### config.mk
export PLATFORM = sky130hd
export DESIGN_NAME = audio_port_clock_format_cfg
export DESIGN_NICKNAME = d
export VERILOG_FILES = /design/src/core/frame_clock_divider.v /design/src/core/audio_port_clock_format_cfg.v
export VERILOG_INCLUDE_DIRS = /design/src /design/src/core
export SDC_FILE = /design/constraint.sdc
export NUM_CORES = 1
export LEC_CHECK = 0
export ABC_AREA = 1
export BUFFER_PORTS_ARGS = -buffer_cell sky130_fd_sc_hd__buf_2
export CORE_MARGIN = 2
export CORE_UTILIZATION = 52
export CTS_BUF_LIST = sky130_fd_sc_hd__clkbuf_4
export DETAILED_ROUTE_END_ITERATION = 12
export HOLD_SLACK_MARGIN = 0.08
export PLACE_DENSITY_LB_ADDON = 0.05
export SLEW_MARGIN = 15
export SYNTH_ARGS = -nofsm -noshare
export SYNTH_HDL_FRONTEND = slang
export SYNTH_SLANG_ARGS = --single-unit
export TNS_END_PERCENT = 30
### constraint.sdc
create_clock -name clock_i -period 1.3 [get_ports clock_i]
set_input_delay 0.065 -clock clock_i [delete_from_list [all_inputs] [get_ports clock_i]]
set_output_delay 0.065 -clock clock_i [all_outputs]
set_load 0.005 [all_outputs]
### src/core/audio_port_defs.vh
`ifndef AUDIO_PORT_DEFS_VH
`define AUDIO_PORT_DEFS_VH

// Register word indices; byte address is four times the index
`define REG_A_CLOCK_CONTROL_IDX 6'h04
`define REG_B_CONTROL_ONE_IDX 6'h05
`define REG_CFG_STATUS_IDX 6'h06

// Reset values
`define A_CLOCK_CONTROL_RST 8'h00
`define B_CONTROL_ONE_RST 8'h00

// Port A clock control field positions
`define A_DIV_LSB 0
`define A_DIV_MSB 1
`define A_SRC_LSB 2
`define A_SRC_MSB 3

// Port B control field positions
`define B_FMT_LSB 0
`define B_FMT_MSB 2
`define B_ROLE_BIT 3
`define B_ROUTE_LSB 4
`define B_ROUTE_MSB 5
`define B_SILENCE_BIT 6

// Master clock source codes
`define SRC_MAIN 2'h0
`define SRC_RX_IN 2'h1
`define SRC_RX_RECOVERED 2'h2
`define SRC_RESERVED 2'h3

// Output route codes
`define ROUTE_LOOPBACK 2'h0
`define ROUTE_OTHER_PORT 2'h1
`define ROUTE_RECEIVER 2'h2
`define ROUTE_RESERVED 2'h3

// Data format codes
`define FMT_LJ24 3'h0
`define FMT_I2S24 3'h1
`define FMT_UNUSED2 3'h2
`define FMT_UNUSED3 3'h3
`define FMT_RJ16 3'h4
`define FMT_RJ18 3'h5
`define FMT_RJ20 3'h6
`define FMT_RJ24 3'h7

// Justification codes on the decoded output
`define JUST_LEFT 2'h0
`define JUST_I2S 2'h1
`define JUST_RIGHT 2'h2
`define JUST_NONE 2'h3

// Word lengths
`define WORD_16 5'h10
`define WORD_18 5'h12
`define WORD_20 5'h14
`define WORD_24 5'h18
`define WORD_NONE 5'h00

// Bit clock half periods per frame clock half period (64 bit clocks/frame)
`define HALVES_PER_FRAME_HALF 6'h3f

`endif

### src/core/frame_clock_divider.v
`timescale 1ns/1ps
`include "audio_port_defs.vh"

module frame_clock_divider (
  input wire clock_i,
  input wire rst_i,
  input wire run_i,
  input wire tick_i,
  input wire [1:0] div_sel_i,
  output wire bit_clock_o,
  output wire frame_clock_o
);

  reg [1:0] tick_cnt_ff;
  reg [5:0] half_cnt_ff;
  reg bit_ff;
  reg frame_ff;
  wire half_done;

  // Bit clock half period is div_sel+1 master edges: 128..512 per frame
  assign half_done = tick_i && (tick_cnt_ff == div_sel_i);

  // Idle divider parks both clocks low so a restart begins on a frame edge
  always @(posedge clock_i) begin
    if (rst_i || !run_i) begin
      tick_cnt_ff <= 2'h0;
      half_cnt_ff <= 6'h00;
      bit_ff <= 1'b0;
      frame_ff <= 1'b0;
    end else if (half_done) begin
      tick_cnt_ff <= 2'h0;
      bit_ff <= ~bit_ff;
      half_cnt_ff <= half_cnt_ff + 6'h01;
      // Frame toggles with the bit clock falling edge, 64 bits per frame
      if (half_cnt_ff == `HALVES_PER_FRAME_HALF) begin
        frame_ff <= ~frame_ff;
      end
    end else if (tick_i) begin
      tick_cnt_ff <= tick_cnt_ff + 2'h1;
    end
  end

  assign bit_clock_o = bit_ff;
  assign frame_clock_o = frame_ff;

endmodule

### src/core/audio_port_clock_format_cfg.v
// Added by the designer: the Wishbone slave port.
`timescale 1ns/1ps
`include "audio_port_defs.vh"

module audio_port_clock_format_cfg (
  input wire clock_i,
  input wire rst_i,
  // Wishbone slave
  input wire wb_cyc_i,
  input wire wb_stb_i,
  input wire wb_we_i,
  input wire [7:0] wb_adr_i,
  input wire [3:0] wb_sel_i,
  input wire [31:0] wb_dat_i,
  output wire [31:0] wb_dat_o,
  output wire wb_ack_o,
  // Master clock candidates, all pins
  input wire mclk_i,
  input wire receiver_clock_in_i,
  input wire recovered_receiver_clock_out_i,
  // Port A role from its other control register, same clock domain
  input wire a_master_mode_i,
  output wire a_frame_clock_o,
  output wire a_bit_clock_o,
  output wire a_clock_oe_o,
  // Port B clock pins, two-way
  input wire b_frame_clock_i,
  input wire b_bit_clock_i,
  output wire b_frame_clock_o,
  output wire b_bit_clock_o,
  output wire b_clock_oe_o,
  // Serial data sources for Port B output
  input wire b_serial_data_in_i,
  input wire a_serial_data_in_i,
  input wire receiver_data_i,
  output wire b_serial_data_out_o,
  // Decoded Port B format for the serializer
  output wire [4:0] b_word_bits_o,
  output wire [1:0] b_justify_o
);

  // Register storage
  reg [7:0] a_clock_control_ff;
  reg [7:0] b_control_one_ff;
  reg [31:0] rd_data_ff;
  reg ack_ff;

  // Pin synchronisers, stage one read only by stage two
  reg [2:0] src_meta_ff;
  reg [2:0] src_sync_ff;
  reg src_prev_ff;
  reg [1:0] bclk_meta_ff;
  reg [1:0] bclk_sync_ff;
  reg [2:0] data_meta_ff;
  reg [2:0] data_sync_ff;

  // Output flops
  reg a_frame_ff;
  reg a_bit_ff;
  reg a_oe_ff;
  reg b_frame_ff;
  reg b_bit_ff;
  reg b_oe_ff;
  reg b_sdo_ff;
  reg [4:0] word_bits_ff;
  reg [1:0] justify_ff;

  // Combinational next values
  reg src_sel_level;
  reg nxt_b_sdo;
  reg [6:0] nxt_format;
  reg [31:0] nxt_rd_data;

  wire [1:0] a_master_divider_sel;
  wire [1:0] a_src_sel;
  wire [2:0] b_data_format_sel;
  wire b_clock_role_sel;
  wire [1:0] b_output_route_sel;
  wire b_output_silence;
  wire master_tick;
  wire div_a_bit;
  wire div_a_frame;
  wire div_b_bit;
  wire div_b_frame;
  wire bus_req;
  wire [5:0] reg_idx;
  wire idx_hit;
  wire wr_a;
  wire wr_b;
  wire [7:0] status_byte;

  // Field views of the control registers
  assign a_master_divider_sel = a_clock_control_ff[`A_DIV_MSB:`A_DIV_LSB];
  assign a_src_sel = a_clock_control_ff[`A_SRC_MSB:`A_SRC_LSB];
  assign b_data_format_sel = b_control_one_ff[`B_FMT_MSB:`B_FMT_LSB];
  assign b_clock_role_sel = b_control_one_ff[`B_ROLE_BIT];
  assign b_output_route_sel = b_control_one_ff[`B_ROUTE_MSB:`B_ROUTE_LSB];
  assign b_output_silence = b_control_one_ff[`B_SILENCE_BIT];

  // Bus decode; low two address bits must be zero, word aligned
  assign bus_req = wb_cyc_i && wb_stb_i && !ack_ff;
  assign reg_idx = wb_adr_i[7:2];
  assign idx_hit = wb_adr_i[1:0] == 2'h0;
  assign wr_a = bus_req && wb_we_i && wb_sel_i[0] && idx_hit &&
                (reg_idx == `REG_A_CLOCK_CONTROL_IDX);
  assign wr_b = bus_req && wb_we_i && wb_sel_i[0] && idx_hit &&
                (reg_idx == `REG_B_CONTROL_ONE_IDX);

  // Control registers; only the low byte lane carries data
  always @(posedge clock_i) begin
    if (rst_i) begin
      a_clock_control_ff <= `A_CLOCK_CONTROL_RST;
      b_control_one_ff <= `B_CONTROL_ONE_RST;
    end else begin
      if (wr_a) begin
        // Upper nibble is not stored so it always reads zero
        a_clock_control_ff <= {4'h0, wb_dat_i[3:0]};
      end
      if (wr_b) begin
        // Bit 7 is forced zero, the rest kept as written
        b_control_one_ff <= {1'b0, wb_dat_i[6:0]};
      end
    end
  end

  // Status: live clock levels and flags for undefined codes
  assign status_byte = {3'h0,
                        (b_data_format_sel == `FMT_UNUSED2) ||
                        (b_data_format_sel == `FMT_UNUSED3),
                        b_output_route_sel == `ROUTE_RESERVED,
                        a_src_sel == `SRC_RESERVED,
                        b_frame_ff,
                        a_frame_ff};

  // Read mux; unmapped addresses answer zero
  always @* begin
    nxt_rd_data = 32'h00000000;
    if (idx_hit) begin
      case (reg_idx)
        `REG_A_CLOCK_CONTROL_IDX: begin
          nxt_rd_data = {24'h000000, a_clock_control_ff};
        end
        `REG_B_CONTROL_ONE_IDX: begin
          nxt_rd_data = {24'h000000, b_control_one_ff};
        end
        `REG_CFG_STATUS_IDX: begin
          nxt_rd_data = {24'h000000, status_byte};
        end
        default: begin
          nxt_rd_data = 32'h00000000;
        end
      endcase
    end
  end

  // Single cycle ack; dropped the cycle after so a held request is not
  // taken twice
  always @(posedge clock_i) begin
    if (rst_i) begin
      ack_ff <= 1'b0;
      rd_data_ff <= 32'h00000000;
    end else begin
      ack_ff <= bus_req;
      if (bus_req) begin
        rd_data_ff <= nxt_rd_data;
      end
    end
  end

  // Two flops on every pin before anything looks at it
  always @(posedge clock_i) begin
    if (rst_i) begin
      src_meta_ff <= 3'h0;
      src_sync_ff <= 3'h0;
      bclk_meta_ff <= 2'h0;
      bclk_sync_ff <= 2'h0;
      data_meta_ff <= 3'h0;
      data_sync_ff <= 3'h0;
    end else begin
      src_meta_ff <= {recovered_receiver_clock_out_i,
                      receiver_clock_in_i, mclk_i};
      src_sync_ff <= src_meta_ff;
      bclk_meta_ff <= {b_frame_clock_i, b_bit_clock_i};
      bclk_sync_ff <= bclk_meta_ff;
      data_meta_ff <= {receiver_data_i, a_serial_data_in_i,
                       b_serial_data_in_i};
      data_sync_ff <= data_meta_ff;
    end
  end

  // Master source select; reserved code gives no edges at all
  always @* begin
    src_sel_level = 1'b0;
    case (a_src_sel)
      `SRC_MAIN: begin
        src_sel_level = src_sync_ff[0];
      end
      `SRC_RX_IN: begin
        src_sel_level = src_sync_ff[1];
      end
      `SRC_RX_RECOVERED: begin
        src_sel_level = src_sync_ff[2];
      end
      default: begin
        src_sel_level = 1'b0;
      end
    endcase
  end

  // Rising edge of the chosen master clock becomes an enable pulse.
  // Sampling limits the master clock to well under half of clock_i.
  always @(posedge clock_i) begin
    if (rst_i) begin
      src_prev_ff <= 1'b0;
    end else begin
      src_prev_ff <= src_sel_level;
    end
  end

  assign master_tick = src_sel_level && !src_prev_ff;

  // Port A divider runs only in master mode
  frame_clock_divider u_div_a (
    .clock_i(clock_i),
    .rst_i(rst_i),
    .run_i(a_master_mode_i),
    .tick_i(master_tick),
    .div_sel_i(a_master_divider_sel),
    .bit_clock_o(div_a_bit),
    .frame_clock_o(div_a_frame)
  );

  // Port B master shares Port A source and divider setting
  frame_clock_divider u_div_b (
    .clock_i(clock_i),
    .rst_i(rst_i),
    .run_i(b_clock_role_sel),
    .tick_i(master_tick),
    .div_sel_i(a_master_divider_sel),
    .bit_clock_o(div_b_bit),
    .frame_clock_o(div_b_frame)
  );

  // Clock outputs, re-registered so every port leaves a flop
  always @(posedge clock_i) begin
    if (rst_i) begin
      a_frame_ff <= 1'b0;
      a_bit_ff <= 1'b0;
      a_oe_ff <= 1'b0;
      b_frame_ff <= 1'b0;
      b_bit_ff <= 1'b0;
      b_oe_ff <= 1'b0;
    end else begin
      a_frame_ff <= div_a_frame;
      a_bit_ff <= div_a_bit;
      a_oe_ff <= a_master_mode_i;
      b_oe_ff <= b_clock_role_sel;
      if (b_clock_role_sel) begin
        b_frame_ff <= div_b_frame;
        b_bit_ff <= div_b_bit;
      end else begin
        // Slave: mirror the external clocks for status and the core
        b_frame_ff <= bclk_sync_ff[1];
        b_bit_ff <= bclk_sync_ff[0];
      end
    end
  end

  // Output route and mute; reserved route holds the line low
  always @* begin
    nxt_b_sdo = 1'b0;
    case (b_output_route_sel)
      `ROUTE_LOOPBACK: begin
        nxt_b_sdo = data_sync_ff[0];
      end
      `ROUTE_OTHER_PORT: begin
        nxt_b_sdo = data_sync_ff[1];
      end
      `ROUTE_RECEIVER: begin
        nxt_b_sdo = data_sync_ff[2];
      end
      default: begin
        nxt_b_sdo = 1'b0;
      end
    endcase
    if (b_output_silence) begin
      nxt_b_sdo = 1'b0;
    end
  end

  // Format decode as {justify, word}; unused codes report neither
  always @* begin
    nxt_format = {`JUST_NONE, `WORD_NONE};
    case (b_data_format_sel)
      `FMT_LJ24: nxt_format = {`JUST_LEFT, `WORD_24};
      `FMT_I2S24: nxt_format = {`JUST_I2S, `WORD_24};
      `FMT_RJ16: nxt_format = {`JUST_RIGHT, `WORD_16};
      `FMT_RJ18: nxt_format = {`JUST_RIGHT, `WORD_18};
      `FMT_RJ20: nxt_format = {`JUST_RIGHT, `WORD_20};
      `FMT_RJ24: nxt_format = {`JUST_RIGHT, `WORD_24};
      default: nxt_format = {`JUST_NONE, `WORD_NONE};
    endcase
  end

  // Data path and decoded format registers
  always @(posedge clock_i) begin
    if (rst_i) begin
      b_sdo_ff <= 1'b0;
      word_bits_ff <= `WORD_24;
      justify_ff <= `JUST_LEFT;
    end else begin
      b_sdo_ff <= nxt_b_sdo;
      word_bits_ff <= nxt_format[4:0];
      justify_ff <= nxt_format[6:5];
    end
  end

  assign wb_dat_o = rd_data_ff;
  assign wb_ack_o = ack_ff;
  assign a_frame_clock_o = a_frame_ff;
  assign a_bit_clock_o = a_bit_ff;
  assign a_clock_oe_o = a_oe_ff;
  assign b_frame_clock_o = b_frame_ff;
  assign b_bit_clock_o = b_bit_ff;
  assign b_clock_oe_o = b_oe_ff;
  assign b_serial_data_out_o = b_sdo_ff;
  assign b_word_bits_o = word_bits_ff;
  assign b_justify_o = justify_ff;

endmodule

======== After elaboration in Yosys (flattened, before gate mapping) ========
Index checks and enable logic that the tools add are counted.
storage, ports and cells
  word-level logic and storage cells ...... 89
  bits in read-only memories .............. 0
  output and inout bits ................... 47
  register bits ........................... 95
  memories ................................ 0
  RAM bits ................................ 0
  input bits .............................. 58
  bits in latches ......................... 0
cells by class
  shift operators ......................... 0
  multiply operators ...................... 0
  magnitude comparators ................... 0
  bitwise gates (word level) .............. 4
  equality and inequality tests ........... 20
  multiplexer cells ....................... 7
  add/subtract/negate cells ............... 4
  reductions and logical operators ........ 26
  divide/modulo/power cells ............... 0
operators by type and width
  operator             count
  $pmux 7 s6           1
  $pmux 7 s3           1
  $eq 6x3->1 const B   3
  $add 6x1->6 const B  2
  $eq 3x3->1 const B   4
  $eq 6x6->1 const B   2
  $logic_and 1x1->1    10
  $eq 2x2->1 const B   4
  $mux 7               1
  $eq 3x2->1 const B   2
  $logic_not 2->1      3
  $pmux 1 s3           2
  $reduce_or 2->1      3
  $add 2x1->2 const B  2
  $eq 2x1->1 const B   2
  $eq 2x2->1           2
  $logic_not 1->1      4
  $not 1->1            4
  $reduce_and 2->1     2
  $eq 3x1->1 const B   1
  $logic_not 3->1      1
  $logic_or 1x1->1     3
  $mux 1               2

======== Logic depth before layout (Yosys ltp) ========
  depth after elaboration ................. 6
  depth in mapped cells ................... 9
  mapped depth without buffers ............ 9

======== By module ========
A second synthesis with hierarchy kept.
unflattened totals
  cells, all modules ...................... 443
  area, all modules ....................... 3219.3 µm²
modules (own cells, without submodules)
  module                       sequential area each (µm²)  cells each  times used  area each (µm²)
  audio_port_clock_format_cfg  980.9                       279         1           2085.8
  frame_clock_divider          200.2                       82          2           566.8

======== Worst setup path after synthesis ========
No wires, ideal clock.
  path kind ............................... register to register
  from .................................... register ack_ff (netlist: wb_ack_o)
  to ...................................... register b_control_one_ff[4]
  path buffers ............................ 1
  data required time ...................... 1.187 ns
  setup time .............................. 0.113 ns
  cell stages (with the launch flop) ...... 9
  arrival ................................. 1.104 ns
  clock period less this slack ............ 1.216 ns
  setup slack ............................. 0.084 ns
  cells stage by stage .................... dfxtp_1 > nand3b_4 > nor2_4 > nand3_4 > nor2_4 > buf_6 > nand2_1 > nand2_1 > nor2_1
between the ends
  word-level cells in the longest chain between the ends .. 6
ends and longest elaborated chain
  element                          RTL line                           RTL
  from (decl)                      audio_port_clock_format_cfg.v:46   reg ack_ff;
  from (signal assigned)           audio_port_clock_format_cfg.v:163  ack_ff <= bus_req;
  $logic_not 1->1                  audio_port_clock_format_cfg.v:101  assign bus_req = wb_cyc_i && wb_stb_i && !ack_ff;
  $logic_and 1x1->1                audio_port_clock_format_cfg.v:101
  $logic_and 1x1->1 (4 in series)  audio_port_clock_format_cfg.v:106  assign wr_b = bus_req && wb_we_i && wb_sel_i[0] && idx_hit &&
  to (signal assigned)             audio_port_clock_format_cfg.v:113  b_control_one_ff <= `B_CONTROL_ONE_RST;
  to (signal assigned)             audio_port_clock_format_cfg.v:121  b_control_one_ff <= {1'b0, wb_dat_i[6:0]};
  to (decl)                        audio_port_clock_format_cfg.v:44   reg [7:0] b_control_one_ff;
No other way between the ends.
A chain may end at the register's enable or synchronous reset.

======== Worst setup path in the final report ========
  from .................................... register a_clock_control_ff[2]
  to ...................................... register u_div_a.half_cnt_ff[0]
between the ends
  word-level cells in the longest chain between the ends .. 4
  elaborated cells between the ends (all ways) .. 6
  those cells by class .................... eq/ne (2); mux (1); reduce/logical (3)
ends and longest elaborated chain
  element                             RTL line                           RTL
  from (decl)                         audio_port_clock_format_cfg.v:43   reg [7:0] a_clock_control_ff;
  from (signal assigned)              audio_port_clock_format_cfg.v:112  a_clock_control_ff <= `A_CLOCK_CONTROL_RST;
  from (signal assigned)              audio_port_clock_format_cfg.v:117  a_clock_control_ff <= {4'h0, wb_dat_i[3:0]};
  $eq 2x2->1 (tied with other cells)  audio_port_clock_format_cfg.v:194  case (a_src_sel)
  $pmux 1 s3 (*)                      audio_port_clock_format_cfg.v:194
  $logic_and 1x1->1 (*)               audio_port_clock_format_cfg.v:220  assign master_tick = src_sel_level && !src_prev_ff;
  $logic_and 1x1->1 (*)               frame_clock_divider.v:21           assign half_done = tick_i && (tick_cnt_ff == div_sel_i);
  to (signal assigned)                frame_clock_divider.v:33           half_cnt_ff <= half_cnt_ff + 6'h01;
  to (decl)                           frame_clock_divider.v:15           reg [5:0] half_cnt_ff;
Mark *: on every way between the ends. The rest lies on a longest branch, timed or not.

==> impl_metrics.yaml <==
logic_synthesis:
  synthesis.area_um2: 3150
  synthDistinctLibCells: 27
  avgSynthCellArea_um2: 7.35
  ys_ff_latch: 69
  synthCells: 428
  ys_warn_count: 0
  ys_seq_area_share_pct: 43.9
layout:
  drive_gt1_share_pct: 26.7
  seq_area_um2: 1390
  areaGrowthSynthToFinish_pct: 25.9
  multi_input_area_um2: 1490
  fin_area_um2: 3960
  fillers: 515
  antennaDiodeCount: 0
  final_nets: 584
  final_core_util_pct: 67.3
min_path:
  holdPathStages: 6
  hp-start: "wb_adr_i[3]"
  min_to: "wb_dat_o[2]$_SDFFE_PP0N_"
  min_path_type: "primary input to flip-flop"
global_route:
  grt_pass1_vias: 2444
  gr-total-overflow: 0
  grt_antenna_before_repair: 0
  grt_max_degree: 17
  grt_use_total_pct: 20.6
  grt_pass1_wl_mm: 10.5
power_and_ir_drop:
  pwr_density_cell_nw_per_um2: 965
  switching_share_pct: 24.1
  p_clk_share_pct: 35.5
  p_sw_mw: 0.919
  internal-power_mw: 2.90
  leakage_nw: 1.76
  pwr-share-seq_pct: 56.4
  total_power_mw: 3.82
  peakVddDrop_uv: 644
  p_comb_share_pct: 8.2
critical_path:
  reg2reg_slack_ns: 0.04
  cp-start-kind: "flip-flop"
  worst_path_max_delay_cell: "dfxtp_2"
  cp.arrival_ns: 1.61
  worstSetupPathType: "flip-flop to flip-flop"
  critical_path.max_stage_delay_ns: 0.37
  cp_common_cell: "nand2_1"
  r2r_cells: 8
  cp_cell_sequence: "nand2_1 -> nand2_1 -> nand2_2 -> nand2_4 -> nand2_8 -> nor2_4 -> nand2_1 -> a21oi_2"
  cp_max_fo: 7
  timing.rr.end: "u_div_a.half_cnt_ff[0]$_SDFFE_PP0P_"
  crit_required_ns: 1.64
  reg2reg_from: "a_clock_control_ff[2]$_SDFFE_PP0P_"
  critPathCaptureType: "flip-flop"
status:
  status: "completed"
clocking:
  clk_latency_ns: 0.41
  clockBufferDepth: 2
  cts_buffers: 9
  cts_tree: "yes"
  clock_sinks: 69
  clk_transition_reported_paths_ns: 0.11
  cts_root_buffer: "clkbuf_4"
  htree_levels: 3
placed_design:
  dp_hpwl_mm: 4.54
  placement.io_buffers: 50
  postPlaceCellArea_um2: 3470
  gp_congestion: 0.792
floorplan:
  fp.dieArea_um2: 6690
  die_y_um: 81.8
  num_rows: 28
  floorplan.initialDensity_pct: 53.4
  io_pins: 105
  die_w_um: 81.8
  core_um2: 5890
detailed_routing:
  postRouteAntennaNets: 0
  vias: 2746
  drtIter0Drc: 88
  avgViaCountPerCell: 4.55
  wire_per_inst_um: 10.7
  wl_mm: 6.45
  drc: 0
  drt_pre_antenna_iters: 4
sta:
  fin_crit_ns: 1.26
  hold_viol: 0
  drv_slew: 0
  setup-violations-final: 0
  rsz0062_at_grt: "true"
  finalClockSkew_ns: 0.0157
  fmax_mhz: 792
  fin_crit_sh_pct: 97.1
flow_run:
  cap_violations: 0
[worst max-delay path by stage]
stage                                              from  cells after the start  slack, ns                             endpoint
floorplan                           wb_ack_o$_SDFF_PP0_                      8       0.08     b_control_one_ff[4]$_SDFFE_PP0P_
global placement    u_div_b.tick_cnt_ff[1]$_SDFFE_PP0P_                      7       0.04  u_div_b.half_cnt_ff[2]$_SDFFE_PP0P_
detailed placement  u_div_b.tick_cnt_ff[0]$_SDFFE_PP0P_                      7     0.0008  u_div_b.half_cnt_ff[2]$_SDFFE_PP0P_
CTS                                 wb_ack_o$_SDFF_PP0_                      7    0.00005     b_control_one_ff[3]$_SDFFE_PP0P_
global route         a_clock_control_ff[2]$_SDFFE_PP0P_                      9      -0.08   u_div_a.frame_clock_o$_SDFFE_PP0P_
finish               a_clock_control_ff[2]$_SDFFE_PP0P_                      8       0.04  u_div_a.half_cnt_ff[0]$_SDFFE_PP0P_
[metrics by stage]
step           hold WS [ns]  cells  setup WS [ns]  TNS [ns]
3_3_place_gp          0.265    562         0.0353         0
5_1_grt               0.125    604        -0.0758    -0.820
6_report              0.110    604         0.0374         0
4_1_cts              0.0822    600      0.0000506         0
2_1_floorplan         0.168    453         0.0837         0
3_5_place_dp          0.272    562       0.000833         0
[registers in the layout, indices dropped and copies added (netlist names), 2 cells and up]
register,count
src_sync_ff,3
data_sync_ff,3
a_clock_control_ff,4
b_control_one_ff,7
src_meta_ff,3
wb_dat_o,7
bclk_sync_ff,2
u_div_b.half_cnt_ff,6
b_word_bits_o,4
bclk_meta_ff,2
data_meta_ff,3
u_div_a.tick_cnt_ff,2
u_div_b.tick_cnt_ff,2
u_div_a.half_cnt_ff,6
b_justify_o,2
[routing by layer]
layer / track usage [%] / wire [µm] / part of all wire (%)
met1: 26.5 / 3050 / 47
met2: 33.6 / 3050 / 47
met3: 3.96 / 243 / 3.8
met4: 9.00 / 106 / 1.6
met5: 0 / 0 / 0
[Yosys cell counts]
library cell	number	area (µm²)
a211oi_1	1	7.51
a21oi_1	28	140
a21oi_2	2	17.5
buf_1	3	11.3
buf_2	1	5.00
buf_4	26	195
buf_6	2	22.5
conb_1	1	3.75
dfxtp_1	69	1380
ha_1	2	25.0
inv_1	53	199
inv_2	4	15.0
nand2_1	109	409
nand2_2	4	25.0
nand2_4	3	33.8
nand3_1	14	70.1
nand3_2	3	30.0
nand3_4	1	17.5
nand3b_4	1	20.0
nand4_1	6	37.5
nor2_1	66	248
nor2_2	1	6.26
nor2_4	10	113
nor3_1	5	25.0
o21ai_0	7	35.0
xnor2_1	1	8.76
xor2_1	5	43.8
[logic make-up after synthesis]
group,count (synthesis),share of synthesized area (%)
other,1,0.119
AO/OA/AOI/OAI,38,6.36
adder cells (fa/ha/maj),2,0.795
flip-flops,69,43.9
buffers and inverters,89,14.2
XOR/XNOR,6,1.67
AND/OR/NAND/NOR,223,32.9
[critical path: cells and delay by family, from the launching register on]
family / cells / cell delay (ns)
DFF: 1 / 0.37
AOI/OAI and AO/OA: 1 / 0.11
and+or+nand+nor: 7 / 0.71
[final cells by class]
type	instances	share of cell area, %
clock buffer	11	2.09
clock inverter	5	1.30
inverter	57	5.40
multi-input combinational	295	37.7
sequential	69	35.1
tap	75	2.37
timing repair buffer	92	16.0
[what timing repair did]
action,CTS,global route
pin swaps,0,11
hold buffers,22,0
endpoints found under the hold margin,41,0
setup buffers,0,4
endpoints found under the setup margin,1,27
resized for setup,1,31
[power by group through the flow]
stage | logic, mW | clock network [mW] | registers [mW]
2_1_floorplan | 0.200 | 0 | 2.20
3_3_place_gp | 0.239 | 0 | 2.20
3_5_place_dp | 0.243 | 0 | 2.20
4_1_cts | 0.294 | 1.39 | 2.15
5_1_grt | 0.355 | 1.47 | 2.16
6_report | 0.312 | 1.36 | 2.15
[placed cells by master (no fill, tap or decap), types with 2 or more instances in the layout]
cell           netlist  final
nand2_2              4      9
nor3_1               5      3
a21oi_1             28     22
o21ai_0              7      5
nor2_1              66     64
clkbuf_4             0     11
nand2_4              3      2
clkinv_2             0      2
nand4_1              6      6
o21ai_2              0      2
inv_1               53     52
nor2_2               1      3
dlygate4sd3_1        0     22
a21oi_2              2      8
nand3_1             14     14
inv_2                4      5
dfxtp_1             69     61
nor2_4              10     10
xor2_1               5      5
nand2_1            109    104
dfxtp_2              0      8
nand3_4              1      3
buf_4               26     19
nor3_2               0      2
conb_1               1     26
buf_2                1     50
Power figures use the tool's default switching activity.
